## config.mk

```make
export PLATFORM = sky130hd
export DESIGN_NAME = uvt_trip
export DESIGN_NICKNAME = d
export VERILOG_FILES = /design/src/design/uvt_pkg.sv /design/src/design/uvt_trip.sv
export SDC_FILE = /design/constraint.sdc
export NUM_CORES = 1
export LEC_CHECK = 0
export CORE_MARGIN = 8
export CORE_UTILIZATION = 57
export CTS_CLUSTER_SIZE = 25
export DETAILED_ROUTE_END_ITERATION = 16
export DONT_BUFFER_PORTS = 1
export MAX_ROUTING_LAYER = met4
export PLACE_DENSITY = 0.71
export SYNTH_ARGS = -nofsm -noshare
export SYNTH_HDL_FRONTEND = slang
export SYNTH_SLANG_ARGS = --single-unit
```

## constraint.sdc

```tcl
create_clock -name clk_i -period 9.7 [get_ports clk_i]
set_input_delay 0.485 -clock clk_i [delete_from_list [all_inputs] [get_ports clk_i]]
set_output_delay 0.485 -clock clk_i [all_outputs]
set_load 0.02 [all_outputs]
```

## src/design/uvt_pkg.sv

```systemverilog
// package for the definite-time undervoltage trip block: register map,
// setting ranges and reset values, timing constants and carrier types.
// assumes magnitudes arrive as unsigned fixed point percent of rated voltage.
package uvt_pkg;

  // register byte addresses on the plain register port
  localparam logic [7:0] ADDR_CTRL        = 8'h00;
  localparam logic [7:0] ADDR_START_LEVEL = 8'h04;
  localparam logic [7:0] ADDR_BLOCK_FLOOR = 8'h08;
  localparam logic [7:0] ADDR_DROPOUT     = 8'h0C;
  localparam logic [7:0] ADDR_DELAY       = 8'h10;
  localparam logic [7:0] ADDR_STATUS      = 8'h14;
  localparam logic [7:0] ADDR_IRQ_STATUS  = 8'h18;
  localparam logic [7:0] ADDR_IRQ_MASK    = 8'h1C;

  // control register fields
  localparam int CTRL_OPER_LSB    = 0;
  localparam int CTRL_START_ONLY  = 2;
  localparam int CTRL_LINE_LINE   = 3;

  // status register fields
  localparam int STAT_STARTED_LSB = 0;
  localparam int STAT_TRIPPED_LSB = 3;
  localparam int STAT_GEN_START   = 6;
  localparam int STAT_GEN_TRIP    = 7;
  localparam int STAT_BLOCKED     = 8;

  // interrupt event bits
  localparam int IRQ_W            = 3;
  localparam int IRQ_START_RISE   = 0;
  localparam int IRQ_TRIP_RISE    = 1;
  localparam int IRQ_START_FALL   = 2;

  // setting ranges and defaults, percent or milliseconds
  localparam logic [7:0]  START_MIN    = 8'h1E;
  localparam logic [7:0]  START_MAX    = 8'h82;
  localparam logic [7:0]  START_DEF    = 8'h5A;
  localparam logic [7:0]  FLOOR_MIN    = 8'h00;
  localparam logic [7:0]  FLOOR_MAX    = 8'h14;
  localparam logic [7:0]  FLOOR_DEF    = 8'h0A;
  localparam logic [7:0]  DROP_MIN     = 8'h01;
  localparam logic [7:0]  DROP_MAX     = 8'h0A;
  localparam logic [7:0]  DROP_DEF     = 8'h05;
  localparam logic [15:0] DELAY_MIN    = 16'h0032;
  localparam logic [15:0] DELAY_MAX    = 16'hEA60;
  localparam logic [15:0] DELAY_DEF    = 16'h0064;
  localparam logic [31:0] PCT_FULL     = 32'h0000_0064;

  // magnitude format: fraction bits below the percent point
  localparam int MAG_FRAC = 8;

  // processing tick: 1 ms from a 125 MHz clock, rounded up
  localparam int TICK_PERIOD_NS = 1000000;
  localparam int CLK_PERIOD_NS  = 8;
  localparam int TICK_CYCLES    = (TICK_PERIOD_NS + CLK_PERIOD_NS - 1) / CLK_PERIOD_NS;

  // operation selector choices
  typedef enum logic [1:0] {
    OPER_OFF,
    OPER_ONE_OF_THREE,
    OPER_TWO_OF_THREE,
    OPER_ALL
  } uvt_oper_e;

  // per-phase decision state
  typedef enum logic [1:0] {
    PH_IDLE,
    PH_RUN,
    PH_TRIP
  } uvt_phase_e;

  // software settings as one carrier
  typedef struct packed {
    uvt_oper_e   operation_selector;
    logic        start_indication_only;
    logic        line_to_line;
    logic [7:0]  start_level_pct;
    logic [7:0]  blocking_floor_pct;
    logic [7:0]  dropout_ratio_pct;
    logic [15:0] trip_delay_ms;
  } uvt_cfg_s;

  // exported decision flags; per-phase trips stay inside
  typedef struct packed {
    logic [2:0] phase_started;
    logic       general_start_out;
    logic       general_trip_out;
  } uvt_flags_s;

endpackage : uvt_pkg

```

## src/design/uvt_trip.sv

```systemverilog
// definite-time undervoltage trip decision with its register file.
// assumes phase magnitudes and the block input come from logic on clk_i,
// so neither is synchronised; magnitudes are unsigned percent with
// uvt_pkg::MAG_FRAC fraction bits.
`timescale 1ns/10ps
`default_nettype none

// Function
// phase starts when magnitude below start level and above blocking floor.
// general start set when any phase has started.
// trip only after full delay and only when trips are enabled.
// each phase times separately; status shows started and tripped per phase.
// operation selector off, one, two or all of three; resets to off.
// start level percent, 30 to 130 step 1, default 90.
// below blocking floor no start; floor 0 to 20, default 10.
// drop-out ratio percent, 1 to 10 step 1, default 5.
// start-only bit; 0 default allows trips, 1 gives starts only.
// trip delay milliseconds, 50 to 60000 step 1, default 100.
// start and trip per phase; per-phase trips not exported as outputs.
// phase-to-phase evaluation by default, channels read as L12, L23, L31; line_to_line is only stored, the decision ignores it.
// user logic drives the block input; asserted disables the whole function.
// off keeps outputs low; else general trip needs one, two or three timers.
// started phase drops out and clears timer above raised start level.
// timers step on 1 ms tick from the clock, cleared on reset.
module uvt_trip #(
  parameter int MAG_W       = 16,
  parameter int TICK_CYCLES = uvt_pkg::TICK_CYCLES
) (
  input  wire logic               clk_i,
  input  wire logic               rst_i,
  input  wire logic [MAG_W-1:0]   phase_a_magnitude_i,
  input  wire logic [MAG_W-1:0]   phase_b_magnitude_i,
  input  wire logic [MAG_W-1:0]   phase_c_magnitude_i,
  input  wire logic               function_block_in_i,
  input  wire logic [7:0]         addr_i,
  input  wire logic [31:0]        wdata_i,
  input  wire logic               wr_i,
  input  wire logic               rd_i,
  output var  logic [31:0]        rdata_o,
  output var  uvt_pkg::uvt_flags_s flags_o,
  output var  logic               irq_o
);
  import uvt_pkg::*;

  // tick counter width follows the divide ratio;
  // a short TICK_CYCLES keeps simulation fast,
  // the default gives the real 1 ms step.
  // counter wraps at TICK_LAST, one pulse per wrap
  localparam int TICK_W = $clog2(TICK_CYCLES + 1);
  localparam logic [TICK_W-1:0] TICK_LAST = TICK_W'(TICK_CYCLES - 1);

  // settings are narrow, so one 16 bit clamp
  // serves every range; callers zero extend
  // and cut the result back to width.
  // clamp a written setting into its legal range
  function automatic logic [15:0] clamp16(input logic [15:0] v,
                                          input logic [15:0] lo,
                                          input logic [15:0] hi);
    logic [15:0] r;
    r = v;
    if (v < lo) begin
      r = lo;
    end else if (v > hi) begin
      r = hi;
    end
    return r;
  endfunction : clamp16

  // percent setting scaled into the magnitude's fixed point, 32 bits wide
  function automatic logic [31:0] level32(input logic [7:0] pct);
    return {24'h00_0000, pct} << MAG_FRAC;
  endfunction : level32

  // count of set bits among three
  function automatic logic [1:0] count3(input logic [2:0] v);
    return {1'b0, v[0]} + {1'b0, v[1]} + {1'b0, v[2]};
  endfunction : count3

  // state of the block: settings, phase
  // machines and timers, tick, interrupts;
  // everything below resets asynchronously
  uvt_cfg_s              cfg_reg;
  uvt_phase_e            phase_reg [3];
  logic [15:0]           timer_reg [3];
  logic [TICK_W-1:0]     tick_cnt_reg;
  logic                  tick_reg;
  logic [IRQ_W-1:0]      irq_status_reg;
  logic [IRQ_W-1:0]      irq_mask_reg;
  logic [IRQ_W-1:0]      irq_status_next;
  logic [IRQ_W-1:0]      events;
  logic [2:0]            started;
  logic [2:0]            tripped;
  logic [2:0]            pickup;
  logic [2:0]            hold_ok;
  logic [MAG_W-1:0]      mag [3];
  logic                  inhibit;
  logic                  gen_start_next;
  logic                  gen_trip_next;
  logic [1:0]            trips_needed;
  logic [31:0]           read_word;

  assign mag[0] = phase_a_magnitude_i;
  assign mag[1] = phase_b_magnitude_i;
  assign mag[2] = phase_c_magnitude_i;

  // one shared inhibit keeps state and flags
  // consistent: both clear in the same edge,
  // so no stale start survives a block.
  // whole function held quiet by the block input or the off selection
  assign inhibit = function_block_in_i || (cfg_reg.operation_selector == OPER_OFF);

  // a setting change takes effect at once,
  // also on a running timer; the user must
  // block the function to retune safely.
  // settings registers; out-of-range writes clamp so the decision never
  // sees an illegal threshold
  always_ff @(posedge clk_i or posedge rst_i) begin
    if (rst_i) begin
      cfg_reg.operation_selector    <= OPER_OFF;
      cfg_reg.start_indication_only <= 1'b0;
      cfg_reg.line_to_line          <= 1'b1;
      cfg_reg.start_level_pct       <= START_DEF;
      cfg_reg.blocking_floor_pct    <= FLOOR_DEF;
      cfg_reg.dropout_ratio_pct     <= DROP_DEF;
      cfg_reg.trip_delay_ms         <= DELAY_DEF;
    end else if (wr_i) begin
      unique case (addr_i)
        ADDR_CTRL: begin
          cfg_reg.operation_selector    <= uvt_oper_e'(wdata_i[CTRL_OPER_LSB +: 2]);
          cfg_reg.start_indication_only <= wdata_i[CTRL_START_ONLY];
          cfg_reg.line_to_line          <= wdata_i[CTRL_LINE_LINE];
        end
        ADDR_START_LEVEL: begin
          cfg_reg.start_level_pct <= 8'(clamp16({8'h00, wdata_i[7:0]},
                                                {8'h00, START_MIN}, {8'h00, START_MAX}));
        end
        ADDR_BLOCK_FLOOR: begin
          cfg_reg.blocking_floor_pct <= 8'(clamp16({8'h00, wdata_i[7:0]},
                                                   {8'h00, FLOOR_MIN}, {8'h00, FLOOR_MAX}));
        end
        ADDR_DROPOUT: begin
          cfg_reg.dropout_ratio_pct <= 8'(clamp16({8'h00, wdata_i[7:0]},
                                                  {8'h00, DROP_MIN}, {8'h00, DROP_MAX}));
        end
        ADDR_DELAY: begin
          cfg_reg.trip_delay_ms <= clamp16(wdata_i[15:0], DELAY_MIN, DELAY_MAX);
        end
        default: begin
        end
      endcase
    end
  end

  // not restarted at pickup: cheaper than one
  // divider per phase, at the cost of up to
  // one tick of delay error.
  // 1 ms processing tick; free running so timer accuracy is one tick
  always_ff @(posedge clk_i or posedge rst_i) begin
    if (rst_i) begin
      tick_cnt_reg <= '0;
      tick_reg     <= 1'b0;
    end else if (tick_cnt_reg == TICK_LAST) begin
      tick_cnt_reg <= '0;
      tick_reg     <= 1'b1;
    end else begin
      tick_cnt_reg <= tick_cnt_reg + TICK_W'(1);
      tick_reg     <= 1'b0;
    end
  end

  // products are formed in 32 bits so the
  // largest magnitude times 100 cannot wrap;
  // the floor test is strict, equal blocks.
  // pickup is strict below start level.
  // level comparisons per phase; drop-out level is start times (100+ratio)%
  always_comb begin
    for (int i = 0; i < 3; i++) begin
      pickup[i]  = (32'(mag[i]) < level32(cfg_reg.start_level_pct)) &&
                   (32'(mag[i]) > level32(cfg_reg.blocking_floor_pct));
      hold_ok[i] = ((32'(mag[i]) * PCT_FULL) <=
                    (level32(cfg_reg.start_level_pct) *
                     (PCT_FULL + {24'h00_0000, cfg_reg.dropout_ratio_pct}))) &&
                   (32'(mag[i]) > level32(cfg_reg.blocking_floor_pct));
    end
  end

  // idle: waits for pickup, timer held at 0.
  // run: counts ticks while the hold region
  // holds; reaching the delay moves to trip.
  // trip: stays until drop-out, so a trip
  // cannot chatter near the start level.
  // per-phase state and delay timer, one copy for each phase
  for (genvar g = 0; g < 3; g++) begin : g_phase
    always_ff @(posedge clk_i or posedge rst_i) begin
      if (rst_i) begin
        phase_reg[g] <= PH_IDLE;
        timer_reg[g] <= 16'h0000;
      end else if (inhibit) begin
        phase_reg[g] <= PH_IDLE;
        timer_reg[g] <= 16'h0000;
      end else begin
        unique case (phase_reg[g])
          PH_IDLE: begin
            timer_reg[g] <= 16'h0000;
            if (pickup[g]) begin
              phase_reg[g] <= PH_RUN;
            end
          end
          PH_RUN: begin
            if (!hold_ok[g]) begin
              phase_reg[g] <= PH_IDLE;
              timer_reg[g] <= 16'h0000;
            end else if (tick_reg) begin
              timer_reg[g] <= timer_reg[g] + 16'h0001;
              if ((timer_reg[g] + 16'h0001) >= cfg_reg.trip_delay_ms) begin
                phase_reg[g] <= PH_TRIP;
              end
            end
          end
          PH_TRIP: begin
            if (!hold_ok[g]) begin
              phase_reg[g] <= PH_IDLE;
              timer_reg[g] <= 16'h0000;
            end
          end
          default: begin
            phase_reg[g] <= PH_IDLE;
          end
        endcase
      end
    end
    assign started[g] = (phase_reg[g] != PH_IDLE);
    assign tripped[g] = (phase_reg[g] == PH_TRIP);
  end

  // off needs no timer but is gated anyway
  // by inhibit, so it never trips
  // ones needed among expired timers for the selected operation
  always_comb begin
    unique case (cfg_reg.operation_selector)
      OPER_ONE_OF_THREE: trips_needed = 2'h1;
      OPER_TWO_OF_THREE: trips_needed = 2'h2;
      OPER_ALL:          trips_needed = 2'h3;
      OPER_OFF:          trips_needed = 2'h0;
    endcase
  end

  // next values of the general flags; phases
  // still time in start-only mode, only the
  // general trip is held back
  assign gen_start_next = !inhibit && (|started);
  assign gen_trip_next  = !inhibit && !cfg_reg.start_indication_only &&
                          (trips_needed != 2'h0) &&
                          (count3(tripped) >= trips_needed);

  // flops give glitch free outputs at the
  // cost of one cycle of latency
  // exported flags from flops; per-phase trips are kept off the ports
  always_ff @(posedge clk_i or posedge rst_i) begin
    if (rst_i) begin
      flags_o <= '0;
    end else begin
      flags_o.phase_started     <= inhibit ? 3'h0 : started;
      flags_o.general_start_out <= gen_start_next;
      flags_o.general_trip_out  <= gen_trip_next;
    end
  end

  // comparing next value with the flop finds
  // each edge one cycle early, so the event
  // lands together with the flag itself
  // rises of general start and trip and the fall of general start become interrupt events
  assign events[IRQ_START_RISE] = gen_start_next && !flags_o.general_start_out;
  assign events[IRQ_TRIP_RISE]  = gen_trip_next && !flags_o.general_trip_out;
  assign events[IRQ_START_FALL] = !gen_start_next && flags_o.general_start_out;

  // an event is never lost to a clear racing
  // it; software sees it on the next read
  // write-one-to-clear, a new event in the same cycle wins over the clear
  always_comb begin
    irq_status_next = irq_status_reg;
    if (wr_i && (addr_i == ADDR_IRQ_STATUS)) begin
      irq_status_next = irq_status_reg & ~wdata_i[IRQ_W-1:0];
    end
    irq_status_next = irq_status_next | events;
  end

  // the level uses the next status, so a
  // clear drops the interrupt in one edge
  // interrupt status, mask and level output
  always_ff @(posedge clk_i or posedge rst_i) begin
    if (rst_i) begin
      irq_status_reg <= '0;
      irq_mask_reg   <= '0;
      irq_o          <= 1'b0;
    end else begin
      irq_status_reg <= irq_status_next;
      if (wr_i && (addr_i == ADDR_IRQ_MASK)) begin
        irq_mask_reg <= wdata_i[IRQ_W-1:0];
      end
      irq_o <= |(irq_status_next & irq_mask_reg);
    end
  end

  // status shows per-phase trips that are
  // not ports; started and tripped come from
  // state, one cycle ahead of the flags
  // read mux; unmapped addresses read zero
  always_comb begin
    read_word = 32'h0000_0000;
    unique case (addr_i)
      ADDR_CTRL: begin
        read_word[CTRL_OPER_LSB +: 2] = cfg_reg.operation_selector;
        read_word[CTRL_START_ONLY]    = cfg_reg.start_indication_only;
        read_word[CTRL_LINE_LINE]     = cfg_reg.line_to_line;
      end
      ADDR_START_LEVEL: read_word[7:0]  = cfg_reg.start_level_pct;
      ADDR_BLOCK_FLOOR: read_word[7:0]  = cfg_reg.blocking_floor_pct;
      ADDR_DROPOUT:     read_word[7:0]  = cfg_reg.dropout_ratio_pct;
      ADDR_DELAY:       read_word[15:0] = cfg_reg.trip_delay_ms;
      ADDR_STATUS: begin
        read_word[STAT_STARTED_LSB +: 3] = started;
        read_word[STAT_TRIPPED_LSB +: 3] = tripped;
        read_word[STAT_GEN_START]        = flags_o.general_start_out;
        read_word[STAT_GEN_TRIP]         = flags_o.general_trip_out;
        read_word[STAT_BLOCKED]          = function_block_in_i;
      end
      ADDR_IRQ_STATUS:  read_word[IRQ_W-1:0] = irq_status_reg;
      ADDR_IRQ_MASK:    read_word[IRQ_W-1:0] = irq_mask_reg;
      default: begin
      end
    endcase
  end

  // zero outside the slot lets several
  // slaves share an or-ed read bus
  // read data valid only in the cycle after the read strobe
  always_ff @(posedge clk_i or posedge rst_i) begin
    if (rst_i) begin
      rdata_o <= 32'h0000_0000;
    end else if (rd_i) begin
      rdata_o <= read_word;
    end else begin
      rdata_o <= 32'h0000_0000;
    end
  end

endmodule : uvt_trip

`default_nettype wire

```

* After elaboration in Yosys (flattened, before gate mapping) *
Index checks and enable logic that the tools add are counted.

storage, ports and cells
  memory bits (writable) = 0
  logic and storage cells = 186
  memory bits (read-only) = 0
  output and inout port bits = 38
  input bits = 93
  flip-flop bits (word level) = 160
  memories kept = 0
  latch bits = 0

cells by class
  reductions and logical operators = 46
  shifts and indexed selects = 0
  add/subtract/negate cells = 7
  $lt $le $gt $ge = 20
  eq/ne operators = 29
  muxes and demuxes = 54
  bitwise gates (word level) = 4
  div/mod/pow operators = 0
  multipliers = 4

operator list
  operator               count
  $mux 16                15
  $pmux 16 s3            3
  $le 23x32->1           2
  $mul 16x5->21 const B  3
  $add 16x1->16 const B  3
  $ge 16x16->1           3
  $gt 16x16->1           3
  $lt 16x16->1           3
  $mux 8                 5
  $mux 2                 18
  $eq 8x5->1 const B     4
  $le 23x25->1           1
  $ne 4x4->1 const B     6
  $pmux 3 s8             1
  $pmux 4 s5             1
  $pmux 2 s3             3
  $add 17x1->17 const B  1
  $eq 17x17->1 const B   1
  $mul 8x9->17           1
  $mux 17                1
  $eq 8x4->1 const B     2
  $gt 16x16->1 const B   1
  $lt 16x6->1 const B    1
  $logic_and 1x1->1      15
  33 further kinds       67

* Logic depth before layout (Yosys ltp) *
Gate-level depths: netlist of the first run.

  depth after elaboration = 10
  depth in mapped cells = 30

* Least setup slack after synthesis of the first run *
Ideal clock, no wire load.

  path type = reg2reg
  start = register cfg_reg[18] in the netlist's numbering
  end = register timer_reg[1] in the netlist's numbering
  stages on the path, launching flop included = 27
  arrival time = 6.736 ns
  setup time = 0.067 ns
  slack = 2.898 ns
  path buffers = 1
  data required time = 9.633 ns
  cell sequence = dfstp_2 ha_1 a21oi_1 xnor2_1 nor2_1 fa_1 fa_1 fa_1 inv_1 fa_1 inv_1 ha_1 or3_4 o31ai_2 o21bai_1 a21oi_1 xor2_1 ha_1 nand4b_1 or4_1 o32a_1 o21ai_0 maj3_1 o211ai_2 o211ai_2 buf_2 a22o_1

between the ends
  longest elaborated chain between the ends = 7

RTL lines
  element                        RTL line         RTL
  start, declared                uvt_trip.sv:82   uvt_cfg_s cfg_reg;
  $add 7x8->9 *                  uvt_trip.sv:182  (PCT_FULL + {24'h00_0000, cfg_reg.dropout_ratio_pct}))) &&
  $mul 8x9->17 *                 uvt_trip.sv:181  (level32(cfg_reg.start_level_pct) *
  $le 23x25->1 *                 uvt_trip.sv:180  hold_ok[i] = ((32'(mag[i]) * PCT_FULL) <=
  $logic_and 1x1->1 *            uvt_trip.sv:182
  $mux 16                        uvt_trip.sv:210  if (!hold_ok[g]) begin
  $pmux 16 s3                    uvt_trip.sv:202  unique case (phase_reg[g])
  $mux 16                        uvt_trip.sv:198  end else if (inhibit) begin
  end signal, assigned by index  uvt_trip.sv:214  timer_reg[g] <= timer_reg[g] + 16'h0001;
  end, declared                  uvt_trip.sv:84   logic [15:0] timer_reg [3];

Every way passes the cells marked *; elsewhere a longest branch is shown, timed or not.
A chain may end at the register's enable or synchronous reset.

* Final worst setup path of the first run *
  start = register cfg_reg[18] in the netlist's numbering
  end = register timer_reg[0] in the netlist's numbering

The elaborated chain is that of the path after synthesis.

==> results.txt, run 1 <==
The run finished with clean final reports. The average cell area after synthesis is 8.72 um2, and the number of top-level pins is 131. The worst hold slack across all endpoints was 0.0105 ns; the setup-violating endpoint count in the final report was 0. The number of remaining DRC errors is 0, and the number of sinks driven by the clock tree is 144. Most frequent cell on the critical path: sky130_fd_sc_hd__fa_1. Derived from the worst setup path, the maximum achievable clock frequency is 119 MHz. Once placement finished, the instance area stood at 18,000 um2. The tools report the critical path required time as 10.06 ns. The die span in x came out at 192 um. For this run, the leading register cell type out of synthesis is sky130_fd_sc_hd__dfrtp_1. For this block, the via count after detailed routing is 14,193. The first-pass detailed-route iteration total was 6. The part of the power in combinational logic came out at 43.8%. The worst path needs 8.38 ns of the cycle, external delays included. The run gives 0 as the number of hold-repair buffers added at the cts stage. Of all nets on the critical path, the largest fanout is 16. Of the cells placed in the final design, the portion with a size suffix greater than 1 is 4.09%.

For this configuration, the core starts out at a cell density of 58.0%. The number of flip-flops under the largest register name was 48; the total wire length after detailed routing was 43,400 um. The largest net degree at the start of global routing was 82. Setup repair after global routing left no endpoint under its margin.

The reported leakage power was 9.90 nW. Data on the critical path arrives at its endpoint at 8.75 ns. The setup skew after layout was 0.0146 ns; the via count normalized by instance count was 5.86. In this run the standard cell core region covers 30,600 um2.

The via count of the first global-routing pass came out at 14,368. In this design, the stage delay of the slowest critical-path cell is 0.68 ns. Broken down by cell family, the worst path's largest delay share belongs to adder cells. The sequential group share of total power was 27.4%; the internal power of the cells was 0.00143 W. The first global-routing pass estimated 72,000 um of wire. At the pin with the least slew margin, the transition time is 1.03 ns. For flop-to-flop paths, the worst setup slack is 1.32 ns. The tools report the global-route usage over all layers as 24.7%.

The origin of the critical flop-to-flop path is cfg_reg[18]$_DFFE_PP1P_. Destination of the worst register-to-register timing path: timer_reg[0]$_DFFE_PP0P_. After synthesis, the netlist uses 84 different library cells. The number of antenna violations at the first check in global routing is 0, and the count of cells resized by post-cts repair is 0.

The analysis attributes to net switching a power of 0.000889 W. The maximum count of clock buffers along a single path was 2; the synthesis warning total was 0. Yosys mapped a number of flops with a built-in enable equal to 0. Clock edge transition at the registers on the reported setup and hold paths: 0.07 ns.

Clock tree synthesis selected as its root buffer the cell sky130_fd_sc_hd__clkbuf_16. The area growth from synthesis to layout is 5.03%. The die covers 37,000 um2.

The final critical path takes up 86.4% of the cycle. In this run the remaining antenna-violating nets after routing total 0. The type of element capturing the critical path is a flop.

Hold violation count in the final report: 0. The net count of the finished layout is 2,531. The die is 192 um tall. The critical path contains buffers and inverters numbering 2 combined.

TritonCTS built the clock tree. The placer's final routability congestion estimate is 0.900, and the switching share of power is 38.3%. The startpoint-to-endpoint class of the critical path is flop to flop. During placement, the flow inserted port buffers numbering 0. The clock group share of total power is 28.7%. Among all stages on the critical path, the largest delay is contributed by sky130_fd_sc_hd__dfstp_2. The H-tree was split into 4 levels. Type of origin of the critical path: a flop. Counting flops with an async set or reset pin after synthesis yields a share of 100%. The tightest min-delay check is of the input port to async pin type. Across the VDD grid, the largest voltage drop is 0.000131 V.

The max-slew violation count was 0. After technology mapping, the gate count stands at 2,034. The logs give 0 for the antenna cell count and 18,600 um2 for the post-layout instance area. The synthesized area is 17,700 um2, and the power density normalized to cell area is 125 nW/um2. For the worst-skew pair, the clock arrives at the later sink with an insertion delay of 0.43 ns. The worst pin sits at a relative slew slack of 30.3%. The count of standard-cell rows is 64, and the total CTS buffers is 17. In this run, synthesis produced a sequential element count of 144.

The worst register-to-register path has a depth of 25. The HPWL reported at the end of detailed placement is 35,100 um, and the detailed router's first-iteration violation count is 835. After detailed routing, the average wire length per cell comes to 17.9 um. Adding up every negative setup slack in the final design gives 0 ns. The tools report the total congestion overflow as 0.

Sequential cells were found to cover 20.4% of the synthesized design area. After clock tree synthesis, the setup repair step added 0 buffers. The tools report the reported max-cap violation count as 0.
-- synthesized netlist by cell type (4+ instances only) --
cell type,number,area share (%)
sky130_fd_sc_hd__buf_4,16,0.68
sky130_fd_sc_hd__and2_1,64,2.3
sky130_fd_sc_hd__nand2_1,119,2.5
sky130_fd_sc_hd__a221oi_1,4,0.20
sky130_fd_sc_hd__o21bai_1,7,0.30
sky130_fd_sc_hd__a21o_1,64,2.7
sky130_fd_sc_hd__mux2_2,10,0.63
sky130_fd_sc_hd__buf_2,5,0.14
sky130_fd_sc_hd__dfstp_2,12,1.8
sky130_fd_sc_hd__ha_1,348,25
sky130_fd_sc_hd__and3_1,20,0.71
sky130_fd_sc_hd__or2_2,7,0.25
sky130_fd_sc_hd__a21boi_0,14,0.59
sky130_fd_sc_hd__mux2i_1,8,0.45
sky130_fd_sc_hd__nor3_1,25,0.71
sky130_fd_sc_hd__nor2b_1,31,1.1
sky130_fd_sc_hd__a22oi_1,9,0.38
sky130_fd_sc_hd__a211oi_1,11,0.47
sky130_fd_sc_hd__nand3b_1,4,0.17
sky130_fd_sc_hd__a31oi_1,6,0.21
sky130_fd_sc_hd__o211ai_1,4,0.17
sky130_fd_sc_hd__inv_1,300,6.3
sky130_fd_sc_hd__nand2b_1,25,0.88
sky130_fd_sc_hd__nand3_1,80,2.3
sky130_fd_sc_hd__xnor2_1,63,3.1
sky130_fd_sc_hd__o22ai_1,11,0.39
sky130_fd_sc_hd__nand4_1,21,0.74
sky130_fd_sc_hd__o21a_1,26,1.1
sky130_fd_sc_hd__a2111oi_0,7,0.35
sky130_fd_sc_hd__or3_1,7,0.25
sky130_fd_sc_hd__o2111ai_1,5,0.25
sky130_fd_sc_hd__dfrtp_1,132,19
sky130_fd_sc_hd__clkbuf_1,34,0.72
sky130_fd_sc_hd__a21oi_1,84,2.4
sky130_fd_sc_hd__o31ai_1,10,0.42
sky130_fd_sc_hd__nand4b_1,12,0.59
sky130_fd_sc_hd__fa_1,76,8.6
sky130_fd_sc_hd__o21ai_0,89,2.5
sky130_fd_sc_hd__or4_1,6,0.25
sky130_fd_sc_hd__a32o_1,8,0.45
sky130_fd_sc_hd__o21ai_1,10,0.28
sky130_fd_sc_hd__xor2_1,43,2.1
sky130_fd_sc_hd__nor4_1,10,0.35
sky130_fd_sc_hd__nor2_1,121,2.6
sky130_fd_sc_hd__a22o_1,11,0.54
-- how the worst max path moves through the flow --
stage | from | end | slack [ns] | cells past startpoint
2_1_floorplan | cfg_reg[18]$_DFFE_PP1P_ | timer_reg[1]$_DFFE_PP0P_ | 2.90 | 26
3_3_place_gp | cfg_reg[18]$_DFFE_PP1P_ | timer_reg[0]$_DFFE_PP0P_ | 1.49 | 25
3_5_place_dp | cfg_reg[18]$_DFFE_PP1P_ | timer_reg[0]$_DFFE_PP0P_ | 1.41 | 25
4_1_cts | cfg_reg[18]$_DFFE_PP1P_ | timer_reg[0]$_DFFE_PP0P_ | 1.31 | 25
5_1_grt | cfg_reg[18]$_DFFE_PP1P_ | timer_reg[36]$_DFFE_PP0P_ | 0.79 | 25
6_report | cfg_reg[18]$_DFFE_PP1P_ | timer_reg[0]$_DFFE_PP0P_ | 1.32 | 25
-- layer usage --
metal | vias up | GRT usage (%) | wire (um) | share of wire [%]
met4 | 0 | 6.17 | 792 | 1.8
met2 | 390 | 39.0 | 20000 | 46
met3 | 57 | 4.57 | 2740 | 6.3
li1 | 6956 | - | - | -
met5 | - | - | 0 | 0
met1 | 6790 | 32.5 | 19900 | 46
-- power by group through the flow --
stage          clock network (W)  registers [W]  logic (W)
2_1_floorplan                  0       0.000638   0.000812
3_3_place_gp                   0       0.000647   0.000970
3_5_place_dp                   0       0.000648    0.00101
4_1_cts                 0.000678       0.000636    0.00101
5_1_grt                 0.000702       0.000638    0.00117
6_report                0.000667       0.000637    0.00102
-- cell type report --
class	instances	area, um2
timing repair buffer	5	37.5
sequential	144	3620
clock inverter	15	168
inverter	301	1130
multi-input combinational	1545	12800
tap	396	495
fill	2679	12000
clock buffer	17	425
-- cell families (layout without fill, tap and decap cells) --
kind of cell	count (synthesis)	after routing	synth area share [%]
fa+ha+maj	425	425	33.2
simple gates	563	563	16.2
buf+inv	360	338	8.03
other cells	1	16	0.0211
xor+xnor	106	106	5.23
flops	144	144	20.4
compound gates	416	416	15.8
mux	19	19	1.16
-- placed cells by master, fill, tap and decap left out, types with 11 or more instances in the layout --
master,n
sky130_fd_sc_hd__dfrtp_1,132
sky130_fd_sc_hd__xnor2_1,63
sky130_fd_sc_hd__conb_1,16
sky130_fd_sc_hd__a21o_1,64
sky130_fd_sc_hd__a21boi_0,14
sky130_fd_sc_hd__o21a_1,26
sky130_fd_sc_hd__fa_1,76
sky130_fd_sc_hd__ha_1,348
sky130_fd_sc_hd__and3_1,20
sky130_fd_sc_hd__nor3_1,25
sky130_fd_sc_hd__dfstp_2,12
sky130_fd_sc_hd__nand2b_1,25
sky130_fd_sc_hd__and2_1,64
sky130_fd_sc_hd__a211oi_1,11
sky130_fd_sc_hd__xor2_1,43
sky130_fd_sc_hd__nand4b_1,12
sky130_fd_sc_hd__a21oi_1,84
sky130_fd_sc_hd__nor2b_1,31
sky130_fd_sc_hd__clkbuf_16,17
sky130_fd_sc_hd__nand2_1,119
sky130_fd_sc_hd__a22o_1,11
sky130_fd_sc_hd__nor2_1,121
sky130_fd_sc_hd__nand4_1,21
sky130_fd_sc_hd__inv_1,299
sky130_fd_sc_hd__o22ai_1,11
sky130_fd_sc_hd__nand3_1,80
sky130_fd_sc_hd__o21ai_0,89
-- through the flow --
stage                     utilization [%]  power (W)  worst slack [ns]  cells
after global routing                 60.9    0.00251             0.790   2423
final                                60.9    0.00232              1.32   2423
after global placement               59.0    0.00162              1.49   2391
after CTS                            60.9    0.00233              1.31   2423
after floorplan                         -    0.00145              2.90   2049
after detailed placement             59.0    0.00165              1.41   2391
Note: power is estimated with default switching activity, not from simulation.
==> inputs of run 2 (changes only) <==
--- a/config.mk
+++ b/config.mk
@@ -5,6 +5,7 @@
 export SDC_FILE = /design/constraint.sdc
 export NUM_CORES = 1
 export LEC_CHECK = 0
+export ABC_AREA = 1
 export CORE_MARGIN = 8
 export CORE_UTILIZATION = 57
 export CTS_CLUSTER_SIZE = 25
==> results.txt, run 2 <==
The flow ran to the end, and the final reports show no timing, DRC or antenna violations. Worst hold path class: input port to async pin (unchanged). The tools report the origin of the critical flop-to-flop path as cfg_reg[18]$_DFFE_PP1P_ (unchanged).

Most used flip-flop cell after synthesis: sky130_fd_sc_hd__dfrtp_1 (unchanged). The number of setup buffers added after CTS came out at 0 (unchanged). The routed wire length per instance came out at 16.5 um (was 17.9 um). Leading cell types in the layout, fill and taps excluded: sky130_fd_sc_hd__inv_1 (459), sky130_fd_sc_hd__nand2_1 (425), sky130_fd_sc_hd__ha_1 (348), sky130_fd_sc_hd__nor2_1 (166), sky130_fd_sc_hd__a21oi_1 (140) (was sky130_fd_sc_hd__ha_1 (348), sky130_fd_sc_hd__inv_1 (299), sky130_fd_sc_hd__dfrtp_1 (132), sky130_fd_sc_hd__nor2_1 (121), sky130_fd_sc_hd__nand2_1 (119)).

For the area of the die, the log shows 37,300 um2 (was 37,000 um2). The largest net degree at the start of global routing was 88 (was 82); the area growth from synthesis to final layout was 5.14% (was 5.03%). The number of top-level pins is 131 (unchanged). The cell area reported after detailed placement is 18,200 um2 (was 18,000 um2).

Top routing layer in use: met4 (unchanged). The logs give 0 (unchanged) for the total congestion overflow and 0.946 (was 0.900) for the placer's final routability congestion estimate. Largest cells by area after synthesis: sky130_fd_sc_hd__ha_1 (24%), sky130_fd_sc_hd__dfrtp_1 (18%), sky130_fd_sc_hd__inv_1 (9.6%) (was sky130_fd_sc_hd__ha_1 (25%), sky130_fd_sc_hd__dfrtp_1 (19%), sky130_fd_sc_hd__fa_1 (8.6%)). The tools report the sequential group share of total power as 9.1% (was 27.4%). The cell with the most instances after synthesis was sky130_fd_sc_hd__inv_1 (was sky130_fd_sc_hd__ha_1). The wire length of the first global-routing pass was 73,800 um (was 72,000 um); the die span in x was 193 um (was 192 um).

The worst ir drop on vdd was 0.000693 V (was 0.000131 V). For the number of remaining DRC errors, the log shows 0 (unchanged). The tools report the type of origin of the critical path as a flop (unchanged).

The post-route clock period utilization works out to 78.6% (was 86.4%). The pre-CTS setup slack was 2.24 ns (was 1.41 ns); the count of buffers from port buffering was 0 (unchanged). Leading cell type in the layout, fill and taps excluded: sky130_fd_sc_hd__inv_1 (was sky130_fd_sc_hd__ha_1). The number of hold-repair buffers added at the cts stage came out at 0 (unchanged). The final layout net count was 2,849 (was 2,531); the area of the core was 31,200 um2 (was 30,600 um2). For the switching power, the log shows 0.00397 W (was 0.000889 W).

The count of cells resized by post-cts repair was 0 (unchanged). The proportion of synthesized flip-flops having asynchronous set or reset is 100% (unchanged). The first-pass detailed-route iteration total is 5 (was 6), and the initial standard-cell utilization of the core is 57.3% (was 58.0%). The power density normalized to cell area is 375 nW/um2 (was 125 nW/um2). The post-route minimum period was 7.63 ns (was 8.38 ns).

The flip-flop and latch count after synthesis was 144 (unchanged); the number of enable-type register cells in the synthesized netlist was 0 (unchanged). The HPWL reported at the end of detailed placement came out at 36,700 um (was 35,100 um). The maximum count of clock buffers along a single path came out at 2 (unchanged). The tools report the type of element capturing the critical path as a flop (unchanged). Deepest level of the CTS H-tree: 4 (unchanged). The logs give 10.4 nW (was 9.90 nW) for the reported leakage power and 17 (unchanged) for the total CTS buffers.

The slew of the pin with the lowest slew margin was 0.838 ns (was 1.03 ns). The logs give 65 (was 64) for the count of standard-cell rows and 45,400 um (was 43,400 um) for the total wire length after detailed routing. For the global-route usage over all layers, the log shows 25.6% (was 24.7%). The height of the die is 193 um (was 192 um).

The detailed router's first-iteration violation count was 918 (was 835). The number of sinks driven by the clock tree came out at 144 (unchanged). The internal power of the cells was 0.00308 W (was 0.00143 W). For the critical path required time, the log shows 9.98 ns (was 10.06 ns). Via count normalized by instance count: 5.54 (was 5.86). The sum of negative setup slack came out at 0 ns (unchanged).

For the detailed-route wire length on metal 1, the log shows 20,300 um (was 19,900 um). The overall via count from detail_route was 15,219 (was 14,193). The tools report the synthesis warning total as 0 (unchanged). The tools report the destination of the worst register-to-register timing path as timer_reg[31]$_DFFE_PP0P_ (was timer_reg[0]$_DFFE_PP0P_). The reported max-cap violation count was 0 (unchanged); the average cell area after synthesis was 7.66 um2 (was 8.72 um2). The hold violation count in the final report was 0 (unchanged); the cell count of the worst reg-to-reg path was 27 (was 25). Routed length on met2: 20,700 um (was 20,000 um).

The clock edge transition at the registers on the reported setup and hold paths works out to 0.07 ns (about the same). The biggest area consumer among synthesized cells was sky130_fd_sc_hd__ha_1 (unchanged). The run gives 2.07 ns (was 1.32 ns) as the post-layout worst setup margin. The run gives 2.07 ns (was 1.32 ns) as the register-to-register setup slack. Number of antenna violations at the first check in global routing: 1 (was 0). The number of library cell types mapped by synthesis came out at 56 (was 84). The post-layout instance area is 18,800 um2 (was 18,600 um2), and the clock group share of total power is 9.3% (was 28.7%). The share of layout cells above drive strength 1 was 4.14% (was 4.09%); the max-slew violation count was 0 (unchanged). The part of the power in combinational logic was 81.6% (was 43.8%).

Setup repair after global routing left no endpoint under its margin. The number of flip-flops under the largest register name came out at 48 (unchanged). Cell types with the highest counts after synthesis: sky130_fd_sc_hd__inv_1 (460), sky130_fd_sc_hd__nand2_1 (425), sky130_fd_sc_hd__ha_1 (348) (was sky130_fd_sc_hd__ha_1 (348), sky130_fd_sc_hd__inv_1 (300), sky130_fd_sc_hd__dfrtp_1 (132)).

The logs give 0 (unchanged) for the post-route antenna net violation count and 0.0111 ns (was 0.0146 ns) for the setup skew after layout. TritonCTS built the clock tree. For the synthesized area, the log shows 17,900 um2 (was 17,700 um2). For the headroom to the max-slew limit, the log shows 44.0% (was 30.3%).

The startpoint-to-endpoint class of the critical path is flop to flop (unchanged). The share of Yosys cell area claimed by the top area cell type was 24.3% (was 24.5%); the clock latency on the worst-skew pair was 0.43 ns (about the same). Signal arrival time at the worst endpoint: 7.91 ns (was 8.75 ns).

Switching share of power: 56.3% (was 38.3%). For the via count of the first global-routing pass, the log shows 14,906 (was 14,368). The fraction of the yosys area taken by sequential cells was 20.2% (was 20.4%). Largest fanout on the critical path: 32 (was 16). Met3 wire length: 3330 um (was 2740 um).

Highest clock frequency the design can meet: 131 MHz (was 119 MHz). The setup-violating endpoint count in the final report is 0 (unchanged). The tools report the synthesized netlist cell count as 2,335 (was 2,034). The cell at the root of the clock tree was sky130_fd_sc_hd__clkbuf_16 (unchanged).
[run 2: worst max-delay path by stage]
stage / endpoint / from / slack, ns / cells after the start
finish: timer_reg[31]$_DFFE_PP0P_ / cfg_reg[18]$_DFFE_PP1P_ / 2.07 / 27
global route: timer_reg[22]$_DFFE_PP0P_ / cfg_reg[18]$_DFFE_PP1P_ / 1.72 / 29
CTS: timer_reg[31]$_DFFE_PP0P_ / cfg_reg[18]$_DFFE_PP1P_ / 2.21 / 27
detailed placement: timer_reg[31]$_DFFE_PP0P_ / cfg_reg[18]$_DFFE_PP1P_ / 2.24 / 27
global placement: timer_reg[31]$_DFFE_PP0P_ / cfg_reg[18]$_DFFE_PP1P_ / 2.50 / 28
floorplan: timer_reg[19]$_DFFE_PP0P_ / cfg_reg[18]$_DFFE_PP1P_ / 3.68 / 31
[run 2: cells by family after synthesis]
group	Yosys count	share of synthesized area, %
and+or+nand+nor	815	20.2
buffers and inverters	514	11.3
adders and majority gates	424	32.8
AOI/OAI and AO/OA	334	10.4
DFF	144	20.2
xor gates and xnor gates	103	5.04
other	1	0.0210
[run 2: power by group through the flow]
stage | Clock (W) | Sequential, W | Combinational [W]
global route | 0.000690 | 0.000645 | 0.00658
finish | 0.000655 | 0.000643 | 0.00576
detailed placement | 0 | 0.000653 | 0.00565
CTS | 0.000661 | 0.000642 | 0.00570
floorplan | 0 | 0.000643 | 0.00426
global placement | 0 | 0.000653 | 0.00548
[run 2: worst max-delay path, stage by stage, from the launching register on]
cell and delay [ns]:
sky130_fd_sc_hd__dfstp_2 0.69, sky130_fd_sc_hd__nand3_1 0.15, sky130_fd_sc_hd__xor2_1 0.69, sky130_fd_sc_hd__nor2_1 0.14, sky130_fd_sc_hd__fa_1 0.56, sky130_fd_sc_hd__fa_1 0.44
sky130_fd_sc_hd__fa_1 0.55, sky130_fd_sc_hd__inv_1 0.06, sky130_fd_sc_hd__fa_1 0.52, sky130_fd_sc_hd__inv_1 0.04, sky130_fd_sc_hd__ha_1 0.37, sky130_fd_sc_hd__a21oi_1 0.20
sky130_fd_sc_hd__o21ai_0 0.17, sky130_fd_sc_hd__a21oi_1 0.22, sky130_fd_sc_hd__o21ai_0 0.14, sky130_fd_sc_hd__xnor2_1 0.55, sky130_fd_sc_hd__ha_1 0.26, sky130_fd_sc_hd__nand2_1 0.05
sky130_fd_sc_hd__inv_1 0.07, sky130_fd_sc_hd__nand3_1 0.09, sky130_fd_sc_hd__nor4_1 0.30, sky130_fd_sc_hd__nand2_1 0.11, sky130_fd_sc_hd__nand2_1 0.09, sky130_fd_sc_hd__nand2_1 0.07
sky130_fd_sc_hd__nand3_2 0.12, sky130_fd_sc_hd__nand3_2 0.13, sky130_fd_sc_hd__nand2_2 0.49, sky130_fd_sc_hd__o21ai_1 0.17
[run 2: stage by stage]
| stage | power [W] | instances | utilization [%] | hold slack [ns] |
|---|---|---|---|---|
| after detailed placement | 0.00631 | 2715 | 58.4 | 0.484 |
| after global routing | 0.00792 | 2748 | 60.2 | 0.0924 |
| after global placement | 0.00613 | 2715 | 58.4 | 0.460 |
| final | 0.00705 | 2748 | 60.2 | 0.0594 |
| after floorplan | 0.00491 | 2350 | - | 0.442 |
| after CTS | 0.00701 | 2747 | 60.2 | 0.0974 |
[run 2: cell type report]
cell class                 count  area (um2)
sequential                   144        3620
clock inverter                12         125
multi-input combinational   1692       12300
antenna                        1        2.50
timing repair buffer           2        15.0
clock buffer                  20         457
inverter                     475        1790
fill                        2861       12400
tap                          402         503
[run 2: per-layer routing]
| metal | vias to the layer above | global-route usage (%) |
|---|---|---|
| li1 | 7520 | - |
| met1 | 7178 | 33.0 |
| met5 | - | - |
| met2 | 443 | 40.6 |
| met3 | 78 | 5.16 |
| met4 | 0 | 7.16 |
==> inputs of run 3 (changes only) <==
==> constraint.sdc (replaced) <==
create_clock -name clk_i -period 7.8 [get_ports clk_i]
set_input_delay 0.39 -clock clk_i [delete_from_list [all_inputs] [get_ports clk_i]]
set_output_delay 0.39 -clock clk_i [all_outputs]
set_load 0.02 [all_outputs]
==> results.txt, run 3 (synthesis results as in run 2) <==
The run finished with clean final reports. The clock edge transition at the registers on the reported setup and hold paths came out at 0.07 ns (about the same). The largest fanout on the critical path works out to 17 (was 32). The tools report the detailed router's first-iteration violation count as 948 (was 918). The critical path required time was 8.14 ns (was 9.98 ns); the setup skew after layout was 0.0141 ns (was 0.0111 ns).

The height of the die is 193 um (unchanged). Area growth from synthesis to final layout: 5.48% (was 5.14%). Leading cell types in the layout, fill and taps excluded: sky130_fd_sc_hd__inv_1 (459), sky130_fd_sc_hd__nand2_1 (425), sky130_fd_sc_hd__ha_1 (348), sky130_fd_sc_hd__nor2_1 (166), sky130_fd_sc_hd__a21oi_1 (140) (unchanged). The power density normalized to cell area is 464 nW/um2 (was 375 nW/um2), and the number of setup buffers added after CTS is 0 (unchanged). The share of layout cells above drive strength 1 is 4.34% (was 4.14%).

Area of the core: 31,200 um2 (unchanged). Post-route clock period utilization: 93.8% (was 78.6%). The most frequent cell on the critical path is sky130_fd_sc_hd__nand2_1. The via count of the first global-routing pass was 14,909 (was 14,906); the count of buffers from port buffering was 0 (unchanged). The run gives 0 (unchanged) as the number of remaining DRC errors. The source of the critical timing path is cfg_reg[18]$_DFFE_PP1P_ (unchanged). The logs give 0 ns (unchanged) for the sum of negative setup slack and 0.43 ns (about the same) for the clock latency on the worst-skew pair. The post-route minimum period is 7.32 ns (was 7.63 ns).

Origin of the critical flop-to-flop path: cfg_reg[18]$_DFFE_PP1P_ (unchanged). The delay of the slowest critical-path stage is 0.68 ns (was 0.69 ns). The worst hold path class was input port to flop (was input port to async pin).

The logs give 65 (unchanged) for the count of standard-cell rows and 4 (unchanged) for the deepest level of the CTS H-tree. The total congestion overflow was 0 (unchanged). The logs give 0 (was 1) for the antenna cell count and 25.5% (was 25.6%) for the global-route usage over all layers.

TritonCTS built the clock tree. The HPWL reported at the end of detailed placement was 36,400 um (was 36,700 um); the utilization after layout was 60.4% (was 60.2%). The maximum count of clock buffers along a single path is 2 (unchanged).

The placer's final routability congestion estimate is 0.959 (was 0.946). The worst hold path begins at wdata_i[0]. The via count normalized by instance count came out at 5.52 (was 5.54).

The tools report the headroom to the max-slew limit as 45.6% (was 44.0%). The slew of the pin with the lowest slew margin was 0.809 ns (was 0.838 ns). The largest net degree at the start of global routing was 85 (was 88); the number of sinks driven by the clock tree was 144 (unchanged). The logs give 74,000 um (was 73,800 um) for the wire length of the first global-routing pass and 37,300 um2 (unchanged) for the area of the die. The overall via count from detail_route was 15,178 (was 15,219); the routed wire length per instance was 16.3 um (was 16.5 um). The logs give 9.6% (was 9.3%) for the clock group share of total power and 131 (unchanged) for the number of top-level pins. The type of element capturing the critical path is a flop (unchanged). The type of origin of the critical path is a flop (unchanged). The startpoint-to-endpoint class of the critical path is flop to flop (unchanged).

Part of the power in combinational logic: 81.3% (was 81.6%). The highest clock frequency the design can meet is 137 MHz (was 131 MHz), and the max-slew violation count is 0 (unchanged). Setup repair after global routing left no endpoint under its margin. The worst ir drop on vdd is 0.000729 V (was 0.000693 V). The tools report the internal power of the cells as 0.00385 W (was 0.00308 W). The logs give 2,852 (was 2,849) for the final layout net count and 0 (unchanged) for the setup-violating endpoint count in the final report.

The post-route antenna net violation count was 0 (unchanged). For the total wire length after detailed routing, the log shows 44,700 um (was 45,400 um). The tools report the number of antenna violations at the first check in global routing as 0 (was 1).

The slowest cell on the critical path was sky130_fd_sc_hd__dfstp_2 (unchanged). The tools report the total CTS buffers as 17 (unchanged). The initial standard-cell utilization of the core is 57.3% (unchanged).

Leading cell type in the layout, fill and taps excluded: sky130_fd_sc_hd__inv_1 (unchanged). The first-pass detailed-route iteration total is 5 (unchanged), and the hold violation count in the final report is 0 (unchanged). The signal arrival time at the worst endpoint is 7.66 ns (was 7.91 ns). The number of flip-flops under the largest register name works out to 48 (unchanged).

The die span in x is 193 um (unchanged). Sequential group share of total power: 9.1% (about the same). The reported max-cap violation count is 0 (unchanged). The tools report the reported leakage power as 10.4 nW (about the same). The tools report the cell at the root of the clock tree as sky130_fd_sc_hd__clkbuf_16 (unchanged). The run gives 0.00491 W (was 0.00397 W) as the switching power. The switching share of power works out to 56.0% (was 56.3%).
==> run 3: cell types whose count changed in the layout (fill, tap and decap cells not counted), sizes merged <==
| cell | previous run | this run |
|---|---|---|
| buf | 2 | 4 |
| dlygate4sd3 | 0 | 1 |
| bufinv | 1 | 2 |
| diode | 1 | 0 |
| clkbuf | 20 | 17 |
| clkinv | 10 | 9 |
| inv | 475 | 478 |
==> run 3: what timing repair did <==
item                                    in CTS  in global routing
endpoints found under the setup margin       0                 16
resized for setup                            0                  3
hold buffers                                 1                  0
endpoints found under the hold margin        9                  0
==> run 3: per-layer routing <==
| metal | track usage, % | routed length (um) |
|---|---|---|
| met4 | 6.80 | 936 |
| met3 | 4.78 | 2850 |
| met2 | 40.4 | 20700 |
| met1 | 33.3 | 20200 |
| met5 | - | 0 |
==> run 3: area by class of cell <==
type | instances | area, um2
clock buffer | 17 | 425
clock inverter | 15 | 174
fill | 2857 | 12400
inverter | 475 | 1790
multi-input combinational | 1692 | 12300
sequential | 144 | 3620
tap | 402 | 503
timing repair buffer | 5 | 40.0
==> run 3: path summary, 6_finish.rpt <==
kind                                              end  slack, ns  depth (start not counted)
setup / recovery            timer_reg[17]$_DFFE_PP0P_       0.48                         31
max in group asynchronous        rdata_o[4]$_DFF_PP0_       5.88                          3
hold reg to reg             tick_cnt_reg[4]$_DFF_PP0_       0.47                          1
setup reg to reg            timer_reg[17]$_DFFE_PP0P_       0.48                         31
hold / removal                cfg_reg[16]$_DFFE_PP1P_       0.07                          2
min in group asynchronous  tick_cnt_reg[13]$_DFF_PP0_       0.60                          2
==> run 3: metrics by stage <==
| step | hold WS [ns] | cells | power [W] | setup WS [ns] | cell area, um2 |
|---|---|---|---|---|---|
| 2_1_floorplan | 0.442 | 2350 | 0.00610 | 1.78 | 18000 |
| 3_3_place_gp | 0.447 | 2717 | 0.00762 | 0.751 | 18200 |
| 3_5_place_dp | 0.447 | 2717 | 0.00783 | 0.596 | 18200 |
| 4_1_cts | 0.0557 | 2750 | 0.00873 | 0.510 | 18900 |
| 5_1_grt | 0.0675 | 2750 | 0.00995 | 0.0836 | 18900 |
| 6_report | 0.0700 | 2750 | 0.00876 | 0.483 | 18900 |
==> run 3: critical path, delay by kind of cell (launching register included) <==
kind,cells,cell delay [ns]
AO/OA/AOI/OAI,6,0.92
XOR/XNOR,1,0.54
adder cells (fa/ha/maj),7,2.85
buffers and inverters,4,0.32
flip-flops,1,0.68
AND/OR/NAND/NOR,13,1.90
==> run 3: power groups by stage <==
stage	clock, W	sequential [W]	combinational, W
finish	0.000843	0.000799	0.00712
global route	0.000886	0.000801	0.00826
CTS	0.000850	0.000798	0.00709
detailed placement	0	0.000812	0.00702
global placement	0	0.000812	0.00681
floorplan	0	0.000799	0.00530
